File: src/ocp_defs.svh
`ifndef OCP_DEFS_SVH
`define OCP_DEFS_SVH
// ----------------------------------------
// register byte offsets
// ----------------------------------------
`define OFS_FAULT 5'h00
`define OFS_STATUS 5'h04
`define OFS_GCFG 5'h08
`define OFS_OCCFG 5'h0c
`define OFS_TC_OCH1 5'h10
`define OFS_TC_OCH2 5'h14
`define OFS_TC_OCM1 5'h18
`define OFS_TC_OCM2 5'h1c
// ----------------------------------------
// field positions
// ----------------------------------------
`define BIT_OC 0
`define BIT_SC 1
`define BIT_OV 0
`define BIT_UV 1
`define BIT_PROF 2
`define BIT_OVDIS 0
`define BIT_PSRC 0
`define BIT_W1SEL 1
`define BIT_W2SEL 2
// ----------------------------------------
// reset values and time base
// ----------------------------------------
`define RST_GCFG 1'h0
`define RST_OCCFG 3'h0
`define RST_TC_OCH1 16'h0010
`define RST_TC_OCH2 16'h0020
`define RST_TC_OCM1 16'h0040
`define RST_TC_OCM2 16'h0080
`define TICK_DIV 125
`endif

File: src/ocp_pkg.sv
package ocp_pkg;
   typedef enum logic [1:0]
   {
      win_idle = 2'b00,
      win_first = 2'b01,
      win_second = 2'b10,
      win_motor = 2'b11
   } win_state_type;
endpackage

File: src/overcurrent_fault_protection.sv
`timescale 1ns/1ps
`include "ocp_defs.svh"
// Behaviour
// - overcurrent: channel off, flag set, pin low
// - trip on threshold cross or window overrun
// - window active blanks sense, strobe high
// - source bit 0 pin, 1 inverted pin
// - reset takes pin; reported bit combines both
// - profile 0 lighting, 1 motor
// - lighting: three thresholds, two windows
// - lighting restart each turn-on, switch once
// - motor: one window opened above low
// - latch when retry disabled or retries used up
// - switch mode when duty below full
// - count on-time only, switching resets only a clean motor on-period
// - delatch resets counter; lighting retry too
// - motor: clean on-period resets at turn-off
// - short at turn-on: off, pin, flag
// - overvoltage: off until hysteresis clears
// - status read clears cleared overvoltage flag
// - disable bit: warning flag only
// - undervoltage: off, pin low, flag
// - command off: pin releases, flag held
// - command on: needs delatch or reset
// - read or supply loss clears faults
// - overcurrent flag at bit 0
// - short flag at bit 1
// - retry request from latchable flags
module overcurrent_fault_protection #(
   parameter int CNT_W = 16,
   parameter int TICK_DIV = `TICK_DIV
) (
   input wire logic clk,
   input wire logic rstn,
   input wire logic [4:0] address,
   input wire logic read,
   input wire logic write,
   input wire logic [31:0] writedata,
   output logic [31:0] readdata,
   output logic waitrequest,
   input wire logic on_cmd,
   input wire logic switch_mode,
   input wire logic profile_pin,
   input wire logic cur_above_high,
   input wire logic cur_above_mid,
   input wire logic cur_above_low,
   input wire logic short_detect,
   input wire logic supply_ov,
   input wire logic supply_ov_low,
   input wire logic supply_uv,
   input wire logic supply_por,
   input wire logic delatch,
   input wire logic retry_enable,
   input wire logic retry_exhausted,
   input wire logic retry_turn_on,
   input wire logic overheat_flag,
   output logic channel_on,
   output logic fault_status_n,
   output logic sense_valid_strobe_pin,
   output logic retry_request
);
   import ocp_pkg::*;
   // ----------------------------------------
   // registers
   // ----------------------------------------
   logic waitrequest_ff;
   logic [31:0] readdata_ff;
   logic overvoltage_disable_ff;
   logic [2:0] occfg_ff;
   logic [CNT_W-1:0] tc_ff [0:3];
   logic channel_on_ff;
   logic fault_n_ff;
   logic strobe_ff;
   logic retry_ff;
   logic overcurrent_flag_ff;
   logic short_circuit_flag_ff;
   logic overvoltage_flag_ff;
   logic undervoltage_flag_ff;
   logic trip_ff;
   logic lock_ff;
   logic ov_block_ff;
   logic uv_block_ff;
   logic started_ff;
   logic period_oc_ff;
   logic [CNT_W-1:0] dur_ff;
   logic [7:0] div_ff;
   win_state_type win_ff;
   win_state_type nxt_win;
   // ----------------------------------------
   // bus decode
   // ----------------------------------------
   wire req = read | write;
   wire done = req & ~waitrequest_ff;
   wire wr_go = done & write;
   wire rd_go = done & read;
   wire rd_fault = rd_go & (address == `OFS_FAULT);
   wire rd_status = rd_go & (address == `OFS_STATUS);
   wire load_profile_select = occfg_ff[`BIT_PSRC] ^ profile_pin;
   wire motor = load_profile_select;
   wire [CNT_W-1:0] tc_first = occfg_ff[`BIT_W1SEL] ? tc_ff[1] : tc_ff[0];
   wire [CNT_W-1:0] tc_second = occfg_ff[`BIT_W2SEL] ? tc_ff[3] : tc_ff[2];
   wire [CNT_W-1:0] tc_act = (win_ff == win_first) ? tc_first : tc_second;
   wire tick = (div_ff == 8'(TICK_DIV - 1));
   wire win_on = (win_ff != win_idle);
   wire overrun = win_on & (dur_ff > tc_act);
   wire nxt_on;
   wire oc_det;
   wire turn_on_ev = on_cmd & ~channel_on_ff & nxt_on;
   wire turn_off_ev = channel_on_ff & ~nxt_on;
   wire sc_det = short_detect & channel_on_ff;
   wire fault_det = oc_det | sc_det;
   wire ov_cut = supply_ov & ~overvoltage_disable_ff;

   function automatic logic [31:0] reg_read(input logic [4:0] a);
      logic [31:0] v;
      v = 32'h0;
      case (a)
         `OFS_FAULT:
         begin
            v[`BIT_OC] = overcurrent_flag_ff;
            v[`BIT_SC] = short_circuit_flag_ff;
         end
         `OFS_STATUS:
         begin
            v[`BIT_OV] = overvoltage_flag_ff;
            v[`BIT_UV] = undervoltage_flag_ff;
            v[`BIT_PROF] = load_profile_select;
         end
         `OFS_GCFG: v[`BIT_OVDIS] = overvoltage_disable_ff;
         `OFS_OCCFG: v[2:0] = occfg_ff;
         `OFS_TC_OCH1: v[CNT_W-1:0] = tc_ff[0];
         `OFS_TC_OCH2: v[CNT_W-1:0] = tc_ff[1];
         `OFS_TC_OCM1: v[CNT_W-1:0] = tc_ff[2];
         `OFS_TC_OCM2: v[CNT_W-1:0] = tc_ff[3];
         default: v = 32'h0;
      endcase
      return v;
   endfunction

   // ----------------------------------------
   // avalon slave: one wait cycle per access
   // ----------------------------------------
   always_ff @(posedge clk or negedge rstn)
   begin
      if (!rstn)
      begin
         waitrequest_ff <= 1'b1;
         readdata_ff <= 32'h0;
      end
      else
      begin
         waitrequest_ff <= ~(req & waitrequest_ff);
         if (read & waitrequest_ff)
            readdata_ff <= reg_read(address);
      end
   end

   always_ff @(posedge clk or negedge rstn)
   begin
      if (!rstn)
      begin
         overvoltage_disable_ff <= `RST_GCFG;
         occfg_ff <= `RST_OCCFG;
      end
      else if (wr_go)
      begin
         if (address == `OFS_GCFG)
            overvoltage_disable_ff <= writedata[`BIT_OVDIS];
         if (address == `OFS_OCCFG)
            occfg_ff <= writedata[2:0];
      end
   end

   genvar gi;
   generate
      for (gi = 0; gi < 4; gi++)
      begin : g_tc
         localparam logic [CNT_W-1:0] RV = (gi == 0) ? CNT_W'(`RST_TC_OCH1) :
            (gi == 1) ? CNT_W'(`RST_TC_OCH2) : (gi == 2) ? CNT_W'(`RST_TC_OCM1) : CNT_W'(`RST_TC_OCM2);
         always_ff @(posedge clk or negedge rstn)
         begin
            if (!rstn)
               tc_ff[gi] <= RV;
            else if (wr_go && address == 5'(`OFS_TC_OCH1 + 4 * gi))
               tc_ff[gi] <= writedata[CNT_W-1:0];
         end
      end
   endgenerate

   // ----------------------------------------
   // profile window engine
   // ----------------------------------------
   // lighting restarts at each turn-on unless switching, where only the first one counts
   wire light_start = ~motor & (turn_on_ev | retry_turn_on) & ~(switch_mode & started_ff);
   assign oc_det = channel_on_ff & (overrun | cur_above_high
      | (win_ff == win_second & cur_above_mid)
      | (win_ff == win_idle & ~motor & cur_above_low));

   always_comb
   begin
      nxt_win = win_ff;
      case (win_ff)
         win_idle:
            if (light_start)
               nxt_win = win_first;
            else if (motor & cur_above_low & channel_on_ff)
               nxt_win = win_motor;
         win_first:
            if (dur_ff == tc_first)
               nxt_win = win_second;
         win_second:
            if (dur_ff == tc_second)
               nxt_win = win_idle;
         win_motor:
            if (~cur_above_low)
               nxt_win = win_idle;
         default: nxt_win = win_idle;
      endcase
      if (fault_det | delatch)
         nxt_win = win_idle;
   end

   wire cnt_clr = delatch | (~motor & retry_turn_on)
      | (motor & turn_off_ev & ~period_oc_ff)
      | light_start | (win_ff != nxt_win & win_ff != win_motor & nxt_win != win_motor);

   always_ff @(posedge clk or negedge rstn)
   begin
      if (!rstn)
      begin
         win_ff <= win_idle;
         dur_ff <= '0;
         div_ff <= 8'h0;
      end
      else
      begin
         win_ff <= nxt_win;
         div_ff <= tick ? 8'h0 : div_ff + 8'h1;
         if (cnt_clr)
            dur_ff <= '0;
         else if (tick & channel_on_ff & win_on & ~&dur_ff)
            dur_ff <= dur_ff + 1'b1;
      end
   end

   always_ff @(posedge clk or negedge rstn)
   begin
      if (!rstn)
      begin
         started_ff <= 1'b0;
         period_oc_ff <= 1'b0;
      end
      else
      begin
         if (delatch)
            started_ff <= 1'b0;
         else if (turn_on_ev)
            started_ff <= 1'b1;
         if (turn_on_ev)
            period_oc_ff <= 1'b0;
         else if (win_ff == win_motor)
            period_oc_ff <= 1'b1;
      end
   end

   // ----------------------------------------
   // fault latching and channel control
   // ----------------------------------------
   assign nxt_on = on_cmd & ~trip_ff & ~fault_det & ~ov_block_ff & ~ov_cut & ~uv_block_ff & ~supply_uv;

   always_ff @(posedge clk or negedge rstn)
   begin
      if (!rstn)
      begin
         trip_ff <= 1'b0;
         lock_ff <= 1'b0;
         ov_block_ff <= 1'b0;
         uv_block_ff <= 1'b0;
      end
      else
      begin
         if (fault_det)
            trip_ff <= 1'b1;
         else if (delatch | supply_por | (retry_turn_on & ~lock_ff))
            trip_ff <= 1'b0;
         if (fault_det & (~retry_enable | retry_exhausted))
            lock_ff <= 1'b1;
         else if (delatch | supply_por)
            lock_ff <= 1'b0;
         if (ov_cut)
            ov_block_ff <= 1'b1;
         else if (supply_ov_low | overvoltage_disable_ff)
            ov_block_ff <= 1'b0;
         if (supply_uv)
            uv_block_ff <= 1'b1;
         else if (~on_cmd | delatch | supply_por)
            uv_block_ff <= 1'b0;
      end
   end

   // flags: a new event in the clearing cycle keeps the flag set
   wire fault_rc = rd_fault & ~trip_ff & ~fault_det;
   always_ff @(posedge clk or negedge rstn)
   begin
      if (!rstn)
      begin
         overcurrent_flag_ff <= 1'b0;
         short_circuit_flag_ff <= 1'b0;
         overvoltage_flag_ff <= 1'b0;
         undervoltage_flag_ff <= 1'b0;
      end
      else
      begin
         if (oc_det)
            overcurrent_flag_ff <= 1'b1;
         else if (fault_rc | supply_por)
            overcurrent_flag_ff <= 1'b0;
         if (sc_det)
            short_circuit_flag_ff <= 1'b1;
         else if (fault_rc | supply_por)
            short_circuit_flag_ff <= 1'b0;
         if (supply_ov)
            overvoltage_flag_ff <= 1'b1;
         else if ((rd_status & ~ov_block_ff) | supply_por)
            overvoltage_flag_ff <= 1'b0;
         if (supply_uv)
            undervoltage_flag_ff <= 1'b1;
         else if ((rd_status & ~uv_block_ff) | (channel_on_ff & ~on_cmd) | supply_por)
            undervoltage_flag_ff <= 1'b0;
      end
   end

   always_ff @(posedge clk or negedge rstn)
   begin
      if (!rstn)
      begin
         channel_on_ff <= 1'b0;
         fault_n_ff <= 1'b1;
         strobe_ff <= 1'b0;
         retry_ff <= 1'b0;
      end
      else
      begin
         channel_on_ff <= nxt_on;
         fault_n_ff <= ~(trip_ff | fault_det | ov_cut | ov_block_ff | supply_uv | uv_block_ff);
         strobe_ff <= win_on | nxt_win != win_idle;
         retry_ff <= overcurrent_flag_ff | short_circuit_flag_ff | overheat_flag | undervoltage_flag_ff;
      end
   end

   assign readdata = readdata_ff;
   assign waitrequest = waitrequest_ff;
   assign channel_on = channel_on_ff;
   assign fault_status_n = fault_n_ff;
   assign sense_valid_strobe_pin = strobe_ff;
   assign retry_request = retry_ff;

   // ----------------------------------------
   // checks
   // ----------------------------------------
   property p_oc_off;
      @(posedge clk) disable iff (!rstn) oc_det |=> !channel_on && overcurrent_flag_ff ##1 !fault_status_n;
   endproperty
   a_oc_off: assert property (p_oc_off) else $error("overcurrent did not shut channel");
   property p_blank;
      @(posedge clk) disable iff (!rstn) win_on |=> sense_valid_strobe_pin;
   endproperty
   a_blank: assert property (p_blank) else $error("strobe low during window");
   property p_overrun;
      @(posedge clk) disable iff (!rstn) (channel_on_ff && overrun) |=> !channel_on;
   endproperty
   a_overrun: assert property (p_overrun) else $error("window overrun not tripped");
   property p_sc;
      @(posedge clk) disable iff (!rstn) sc_det |=> short_circuit_flag_ff && !channel_on;
   endproperty
   a_sc: assert property (p_sc) else $error("short not latched");
   property p_ov;
      @(posedge clk) disable iff (!rstn) (supply_ov && !overvoltage_disable_ff) |=> !channel_on ##1 !fault_status_n;
   endproperty
   a_ov: assert property (p_ov) else $error("overvoltage not acted on");
   property p_ovdis;
      @(posedge clk) disable iff (!rstn) supply_ov |=> overvoltage_flag_ff;
   endproperty
   a_ovdis: assert property (p_ovdis) else $error("overvoltage flag missing");
   property p_uv;
      @(posedge clk) disable iff (!rstn) supply_uv |=> undervoltage_flag_ff && !channel_on ##1 !fault_status_n;
   endproperty
   a_uv: assert property (p_uv) else $error("undervoltage not acted on");
   property p_lock;
      @(posedge clk) disable iff (!rstn) (lock_ff && !delatch && !supply_por) |=> !channel_on;
   endproperty
   a_lock: assert property (p_lock) else $error("latched channel turned on");
   property p_delatch;
      @(posedge clk) disable iff (!rstn) delatch |=> dur_ff == '0;
   endproperty
   a_delatch: assert property (p_delatch) else $error("delatch left counter");
   property p_bus;
      @(posedge clk) disable iff (!rstn) (req && waitrequest) |=> !waitrequest ##1 waitrequest;
   endproperty
   a_bus: assert property (p_bus) else $error("bus answer timing wrong");
   c_light: cover property (@(posedge clk) disable iff (!rstn) win_ff == win_first ##1 win_ff == win_second);
   c_motor: cover property (@(posedge clk) disable iff (!rstn) win_ff == win_motor && overrun);
   c_uv: cover property (@(posedge clk) disable iff (!rstn) supply_uv ##1 !supply_uv && on_cmd);
endmodule

File: config.mk
export PLATFORM = sky130hd
export DESIGN_NAME = overcurrent_fault_protection
export DESIGN_NICKNAME = d
export VERILOG_FILES = /design/src/ocp_pkg.sv /design/src/overcurrent_fault_protection.sv
export VERILOG_INCLUDE_DIRS = /design/src
export SDC_FILE = /design/constraint.sdc
export NUM_CORES = 1
export LEC_CHECK = 0
export ABC_AREA = 1
export BUFFER_PORTS_ARGS = -buffer_cell sky130_fd_sc_hd__buf_2
export CAP_MARGIN = 10
export CORE_MARGIN = 5
export CORE_UTILIZATION = 35
export CTS_CLUSTER_SIZE = 40
export DETAILED_ROUTE_END_ITERATION = 10
export GPL_TIMING_DRIVEN = 0
export HOLD_SLACK_MARGIN = 0.03
export SYNTH_ARGS = -nofsm -noshare
export SYNTH_HDL_FRONTEND = slang
export SYNTH_SLANG_ARGS = --single-unit
File: constraint.sdc
create_clock -name clk -period 4.31 [get_ports clk]
set_input_delay 0.431 -clock clk [delete_from_list [all_inputs] [get_ports clk]]
set_output_delay 0.431 -clock clk [all_outputs]
set_load 0.05 [all_outputs]
==> qor.txt, run 1 <==
Status = complete, no violations
Area of the multi-input gates = 3480 um^2
IO Pins = 94
Core area = 20200 um^2
VDD IR max = 0.000292 V
DR pass1 iterations = 5
Post-synthesis sequential area ratio = 43.7%
Switching share of power = 32.0%
Share of cells above drive strength 1 = 15.3%
Leak = 4.18 nW
Cell area power density = 423 nW/um^2
Hold Vio Cnt, Final = 0
CP top delay family = simple AND/OR/NAND/NOR gates
Max_slew headroom = 55.3%
First-pass GRT wire length = 32.6 mm
Max FO, Critical Path = 10
Crit-path max cell delay = 0.44 ns
Total GRT Usage = 17.1%
Post-route minimum period = 3.94 ns
Clock skew = 0.00945 ns
Detailed Route Iter0 Violations = 502
GPL Wtd Cong = 0.890
Least-Margin Pin Slew = 0.654 ns
# diodes = 0
Via density = 4.88
Syn Inst Count = 929
Avg Inst Size Synth = 7.73 um^2
Root buffer cell = clkbuf_16
Max Slew Vio Count = 0
FP Rows = 52
Antenna violations before repair = 0
Max clock buf depth = 2
Post-DP HPWL = 14.9 mm
Overall die area = 23500 um^2
Largest net degree at the start of global routing = 85
Synthesized area = 7180 um^2
Setup Total Neg Slack = 0 ns
Flop pwr share = 38.3%
Most frequent cells in the layout = nand2_1, dfrtp_1, o21ai_0, inv_1, buf_2
Clock buffer count from CTS = 17
Final core utilization = 42.2%
Vias in the first global route = 6304
Pint = 0.00246 W
Max Cap Viol = 0
Setup crit end = dur_ff[7]
Min-delay worst type = input pin to register
Synth top area share = 41.5%
Worst path slowest cell = dfrtp_1
Syn-to-layout area delta = 19.0%
Critical Path Start = win_ff[0]
EDFF count, synth = 0
Die Ht = 153 um
NetSw = 0.00115 W
Share of flip-flops with an asynchronous set or reset = 100%
Largest cells by area after synthesis = dfrtp_1, nand2_1, o21ai_0
Die W = 153 um
Number of filler cells placed in the layout = 2053
CP Data Required Time = 4.63 ns
YS warnings = 0
Unrepaired setup endpoints after global routing = false
Final WL = 19.4 mm
Nets = 1102
CP Capture Type = register
Number of synthesized register bits = 125
Worst-Skew Late Latency = 0.43 ns
Worst EP arrival = 4.26 ns
Period utilization = 91.5%
WP depth = 27
DRC violations left = 0
H-tree level count = 4
Worst hold start = write
Post-synth top area cell = dfrtp_1
Final setup viols = 0
Initial Util = 35.5%
Number of post-CTS setup repair buffers = 0
Library cells used by synthesis = 46
R2r endpoint = dur_ff[7]
Critical path type = register to register
R2r setup slk = 0.37 ns
Maximum achievable frequency = 254 MHz
Crit start category = register
Clk slew on worst S/H paths = 0.06 ns
WP buf/inv = 3
CTS tree = yes
Total gr overflow = 0
Critical R2R Launch = win_ff[0]
Port buffer count = 61
CTS Sinks = 125
Clock power share = 42.1%
Most common cell after layout, fill and taps aside = nand2_1
FF-to-FF path depth = 27
Antenna Nets Post-Route = 0
Main synth FF type = dfrtp_1
Cell repeated most along the worst path = nand2_1
Register Area = 3140 um^2
Combinational group share of total power = 19.6%
Wire per inst = 14.8 um
Via count = 6392
-- power by group through the flow --
| stage | Combinational [W] | Sequential [W] | Clock [W] |
|---|---|---|---|
| 2_1_floorplan | 0.000464 | 0.00142 | 0 |
| 5_1_grt | 0.000807 | 0.00140 | 0.00160 |
| 4_1_cts | 0.000713 | 0.00138 | 0.00154 |
| 3_3_place_gp | 0.000696 | 0.00140 | 0 |
| 6_report | 0.000707 | 0.00139 | 0.00152 |
| 3_5_place_dp | 0.000710 | 0.00140 | 0 |
-- metal layers --
| metal | vias up | GRT usage [%] | part of all wire, % |
|---|---|---|---|
| met1 | 3030 | 22.9 | 46 |
| met3 | 24 | 2.88 | 4.2 |
| met4 | 0 | 4.67 | 1.5 |
| li1 | 3182 | - | - |
| met5 | - | 0 | 0 |
| met2 | 156 | 28.6 | 48 |
-- kinds of logic after synthesis --
kind of cell / after synthesis / synth area share, %
AND/OR/NAND/NOR: 443 / 26.7
AO/OA/AOI/OAI: 164 / 12.8
buffers and inverters: 139 / 8.73
flip-flops: 125 / 43.7
XOR/XNOR: 36 / 4.49
adder cells (fa/ha/maj): 19 / 3.31
multiplexers: 2 / 0.279
other: 1 / 0.0522
-- worst min-delay path by stage --
stage	end	slack, ns	cells after the start
after floorplan	channel_on	0.14	0
after global placement	fault_status_n	0.46	1
after detailed placement	readdata[10]	0.38	1
after CTS	waitrequest	0.15	2
after global routing	waitrequest	0.18	2
final	waitrequest	0.16	2
-- Yosys cell counts (3+ instances only) --
master    count
nor2_1       51
nand3_1      33
ha_1         19
a221oi_1     15
nor3_2        3
nor4_1        6
nand4_1      10
inv_2         3
buf_4        18
dfstp_2       6
inv_1        85
o21ai_0     112
a21oi_1      20
xor2_1       33
nor2_4       10
nor3_1       15
nand2_1     298
clkinv_1      3
o21ai_1       4
dfrtp_1     119
o22ai_1       3
clkbuf_1     25
nand2_2       8
-- stage by stage --
| stage | instances | area [um^2] | total power [W] | hold WS, ns | setup slack (ns) |
|---|---|---|---|---|---|
| final | 1309 | 8550 | 0.00361 | 0.161 | 0.368 |
| after global routing | 1309 | 8550 | 0.00380 | 0.181 | 0.0169 |
| after CTS | 1309 | 8550 | 0.00363 | 0.155 | 0.332 |
| after detailed placement | 1276 | 7920 | 0.00211 | 0.377 | 0.366 |
| after global placement | 1275 | 7880 | 0.00210 | 0.464 | 0.401 |
| after floorplan | 944 | 7240 | 0.00189 | 0.135 | 1.19 |
-- cell type report --
type / count / share of cell area (%)
Buffer: 48 / 3.35
Clock inverter: 14 / 2.12
Tap cell: 270 / 3.95
Sequential cell: 125 / 36.7
Multi-Input combinational cell: 680 / 40.7
Inverter: 91 / 4.00
Clock buffer: 18 / 5.14
Timing Repair Buffer: 63 / 4.08
-- state kept, by name (all words and copies together) (netlist names), 2 cells and up --
register / cells
div_ff: 8
dur_ff: 16
occfg_ff: 3
readdata: 16
tc_ff: 64
win_ff: 2
-- repair_timing --
| item | in CTS | in global routing |
|---|---|---|
| resized for setup | 0 | 2 |
| endpoints found under the setup margin | 0 | 8 |
| endpoints found under the hold margin | 39 | 0 |
| hold buffers | 1 | 0 |
Note: power is estimated with default switching activity, not from simulation.
==> inputs of run 2 (changes only) <==
--- a/config.mk
+++ b/config.mk
@@ -15,6 +15,7 @@
 export DETAILED_ROUTE_END_ITERATION = 10
 export GPL_TIMING_DRIVEN = 0
 export HOLD_SLACK_MARGIN = 0.03
+export PLACE_DENSITY = 0.62
 export SYNTH_ARGS = -nofsm -noshare
 export SYNTH_HDL_FRONTEND = slang
 export SYNTH_SLANG_ARGS = --single-unit
==> qor.txt, run 2 (synthesis gave the netlist of run 1 again) <==
Most frequent cells in the layout = nand2_1, dfrtp_1, o21ai_0, inv_1, buf_2
Setup Total Neg Slack = 0 ns
Clock buffer count from CTS = 17
Hold Vio Cnt, Final = 0
Share of cells above drive strength 1 = 15.4%
Die W = 153 um
GPL Wtd Cong = 0.874
Least-Margin Pin Slew = 0.586 ns
Nets = 1102
Root buffer cell = clkbuf_16
Worst EP arrival = 4.13 ns
Combinational group share of total power = 20.0%
Worst path slowest cell = dfrtp_1
Detailed Route Iter0 Violations = 417
Worst hold start = write
Post-route insts no fill = 1309
Cell repeated most along the worst path = nand2_1
# diodes = 0
Overall die area = 23500 um^2
Max reg flops = 64
Worst-Skew Late Latency = 0.42 ns
Final WL = 19.2 mm
WP buf/inv = 3
Hold slack = 0.177 ns
Vias in the first global route = 6235
Initial Util = 35.5%
Clk slew on worst S/H paths = 0.06 ns
Antenna Nets Post-Route = 0
Clock power share = 40.8%
Max Slew Vio Count = 0
VDD IR max = 0.000252 V
Post-DP HPWL = 14.7 mm
Max Cap Viol = 0
DR pass1 iterations = 5
Register Area = 3140 um^2
CTS tree = yes
Post-route minimum period = 3.83 ns
Port buffer count = 61
Critical Path Start = win_ff[0]
Final core utilization = 42.1%
FP Rows = 52
Total GRT Usage = 16.7%
DRC violations left = 0
Period utilization = 88.9%
Area of the multi-input gates = 3480 um^2
NetSw = 0.00115 W
Number of instances in the placed design = 1276
Antenna violations before repair = 0
Most common cell after layout, fill and taps aside = nand2_1
Total gr overflow = 0
Largest net degree at the start of global routing = 77
Crit start category = register
Wire per inst = 14.7 um
Critical path type = register to register
Leak = 4.17 nW
Via count = 6345
Switching share of power = 32.6%
IO Pins = 94
Clock skew = 0.00881 ns
Pint = 0.00238 W
Status = complete, no violations
R2r setup slk = 0.48 ns
Cell area power density = 415 nW/um^2
Placement Setup Slack = 0.444 ns
Unrepaired setup endpoints after global routing = false
Via density = 4.85
Syn-to-layout area delta = 18.6%
Max_slew headroom = 60.6%
Critical R2R Launch = win_ff[0]
Core area = 20200 um^2
Number of filler cells placed in the layout = 2057
Maximum achievable frequency = 261 MHz
First-pass GRT wire length = 31.9 mm
CP Data Required Time = 4.61 ns
Min-delay worst type = input pin to register
CP Capture Type = register
Final setup viols = 0
CP top delay family = simple AND/OR/NAND/NOR gates
Die Ht = 153 um
Crit-path max cell delay = 0.43 ns
H-tree level count = 4
Reg with most FFs = tc_ff
Max FO, Critical Path = 10
CTS Sinks = 125
Number of post-CTS setup repair buffers = 0
Flop pwr share = 39.2%
Max clock buf depth = 2
Worst Setup Slack, final = 0.479 ns
[run 2: changes by cell type in the layout (fill, tap and decap cells not counted)]
| cell | before | now |
|---|---|---|
| clkinv_2 | 1 | 3 |
| inv_6 | 5 | 3 |
| bufinv_16 | 3 | 2 |
| clkbuf_1 | 24 | 23 |
| clkbuf_2 | 1 | 2 |
| clkbuf_8 | 1 | 0 |
| clkinvlp_4 | 1 | 2 |
| inv_8 | 0 | 1 |
[run 2: path summary, 6_finish.rpt]
path | end | cells past startpoint
max in group asynchronous | fault_status_n | 3
hold / removal | waitrequest | 2
hold reg to reg | fault_status_n | 1
setup reg to reg | dur_ff[7] | 27
min in group asynchronous | readdata[9] | 2
setup / recovery | dur_ff[7] | 27
[run 2: layout make-up]
class / count / area share, %
multi-input combinational: 680 / 40.8
sequential: 125 / 36.8
clock buffer: 17 / 4.99
timing repair buffer: 63 / 4.10
inverter: 91 / 4.01
tap: 270 / 3.97
buffer: 48 / 3.38
clock inverter: 15 / 1.91
[run 2: through the flow]
step	power [W]	cell area [um^2]
global placement	0.00209	7880
floorplan	0.00189	7240
detailed placement	0.00211	7920
CTS	0.00356	8510
global route	0.00372	8520
finish	0.00353	8520
[run 2: layer usage]
metal	track usage, %	up-vias	part of all wire [%]
met5	0	-	0
met4	4.92	0	1.8
met3	3.45	21	4.4
met2	27.4	159	47
met1	22.3	2991	47
li1	-	3174	-
[run 2: what timing repair did]
item,in CTS,in global routing
endpoints found under the setup margin,0,10
hold endpoints to repair,46,0
resized for setup,0,4
hold buffers,1,0
[run 2: power by group through the flow]
stage / combinational [W] / sequential, W / clock [W]
CTS: 0.000712 / 0.00138 / 0.00146
floorplan: 0.000464 / 0.00142 / 0
global placement: 0.000693 / 0.00140 / 0
finish: 0.000708 / 0.00138 / 0.00144
global route: 0.000803 / 0.00140 / 0.00152
detailed placement: 0.000708 / 0.00140 / 0
[run 2: worst reg2reg max path, stage by stage, from the launching register on]
cell and delay [ns]:
dfrtp_1 0.43, inv_1 0.08, nor2_1 0.28, clkbuf_1 0.39, o21ai_0 0.21, ha_1 0.35
nand2_1 0.06, nor2_1 0.18, nand2_1 0.11, nor2_1 0.13, nor2_1 0.05, nand2_1 0.08
nand2_1 0.06, nand2_2 0.10, nand3_2 0.10, nor2_2 0.12, nand3_2 0.10, nand2_2 0.07
nand2_1 0.05, nand2_1 0.05, nand2_1 0.05, nand2_1 0.06, nand2_1 0.07, nand3_1 0.12
nand2_2 0.08, nand2_4 0.12, buf_12 0.19, nor2_4 0.04
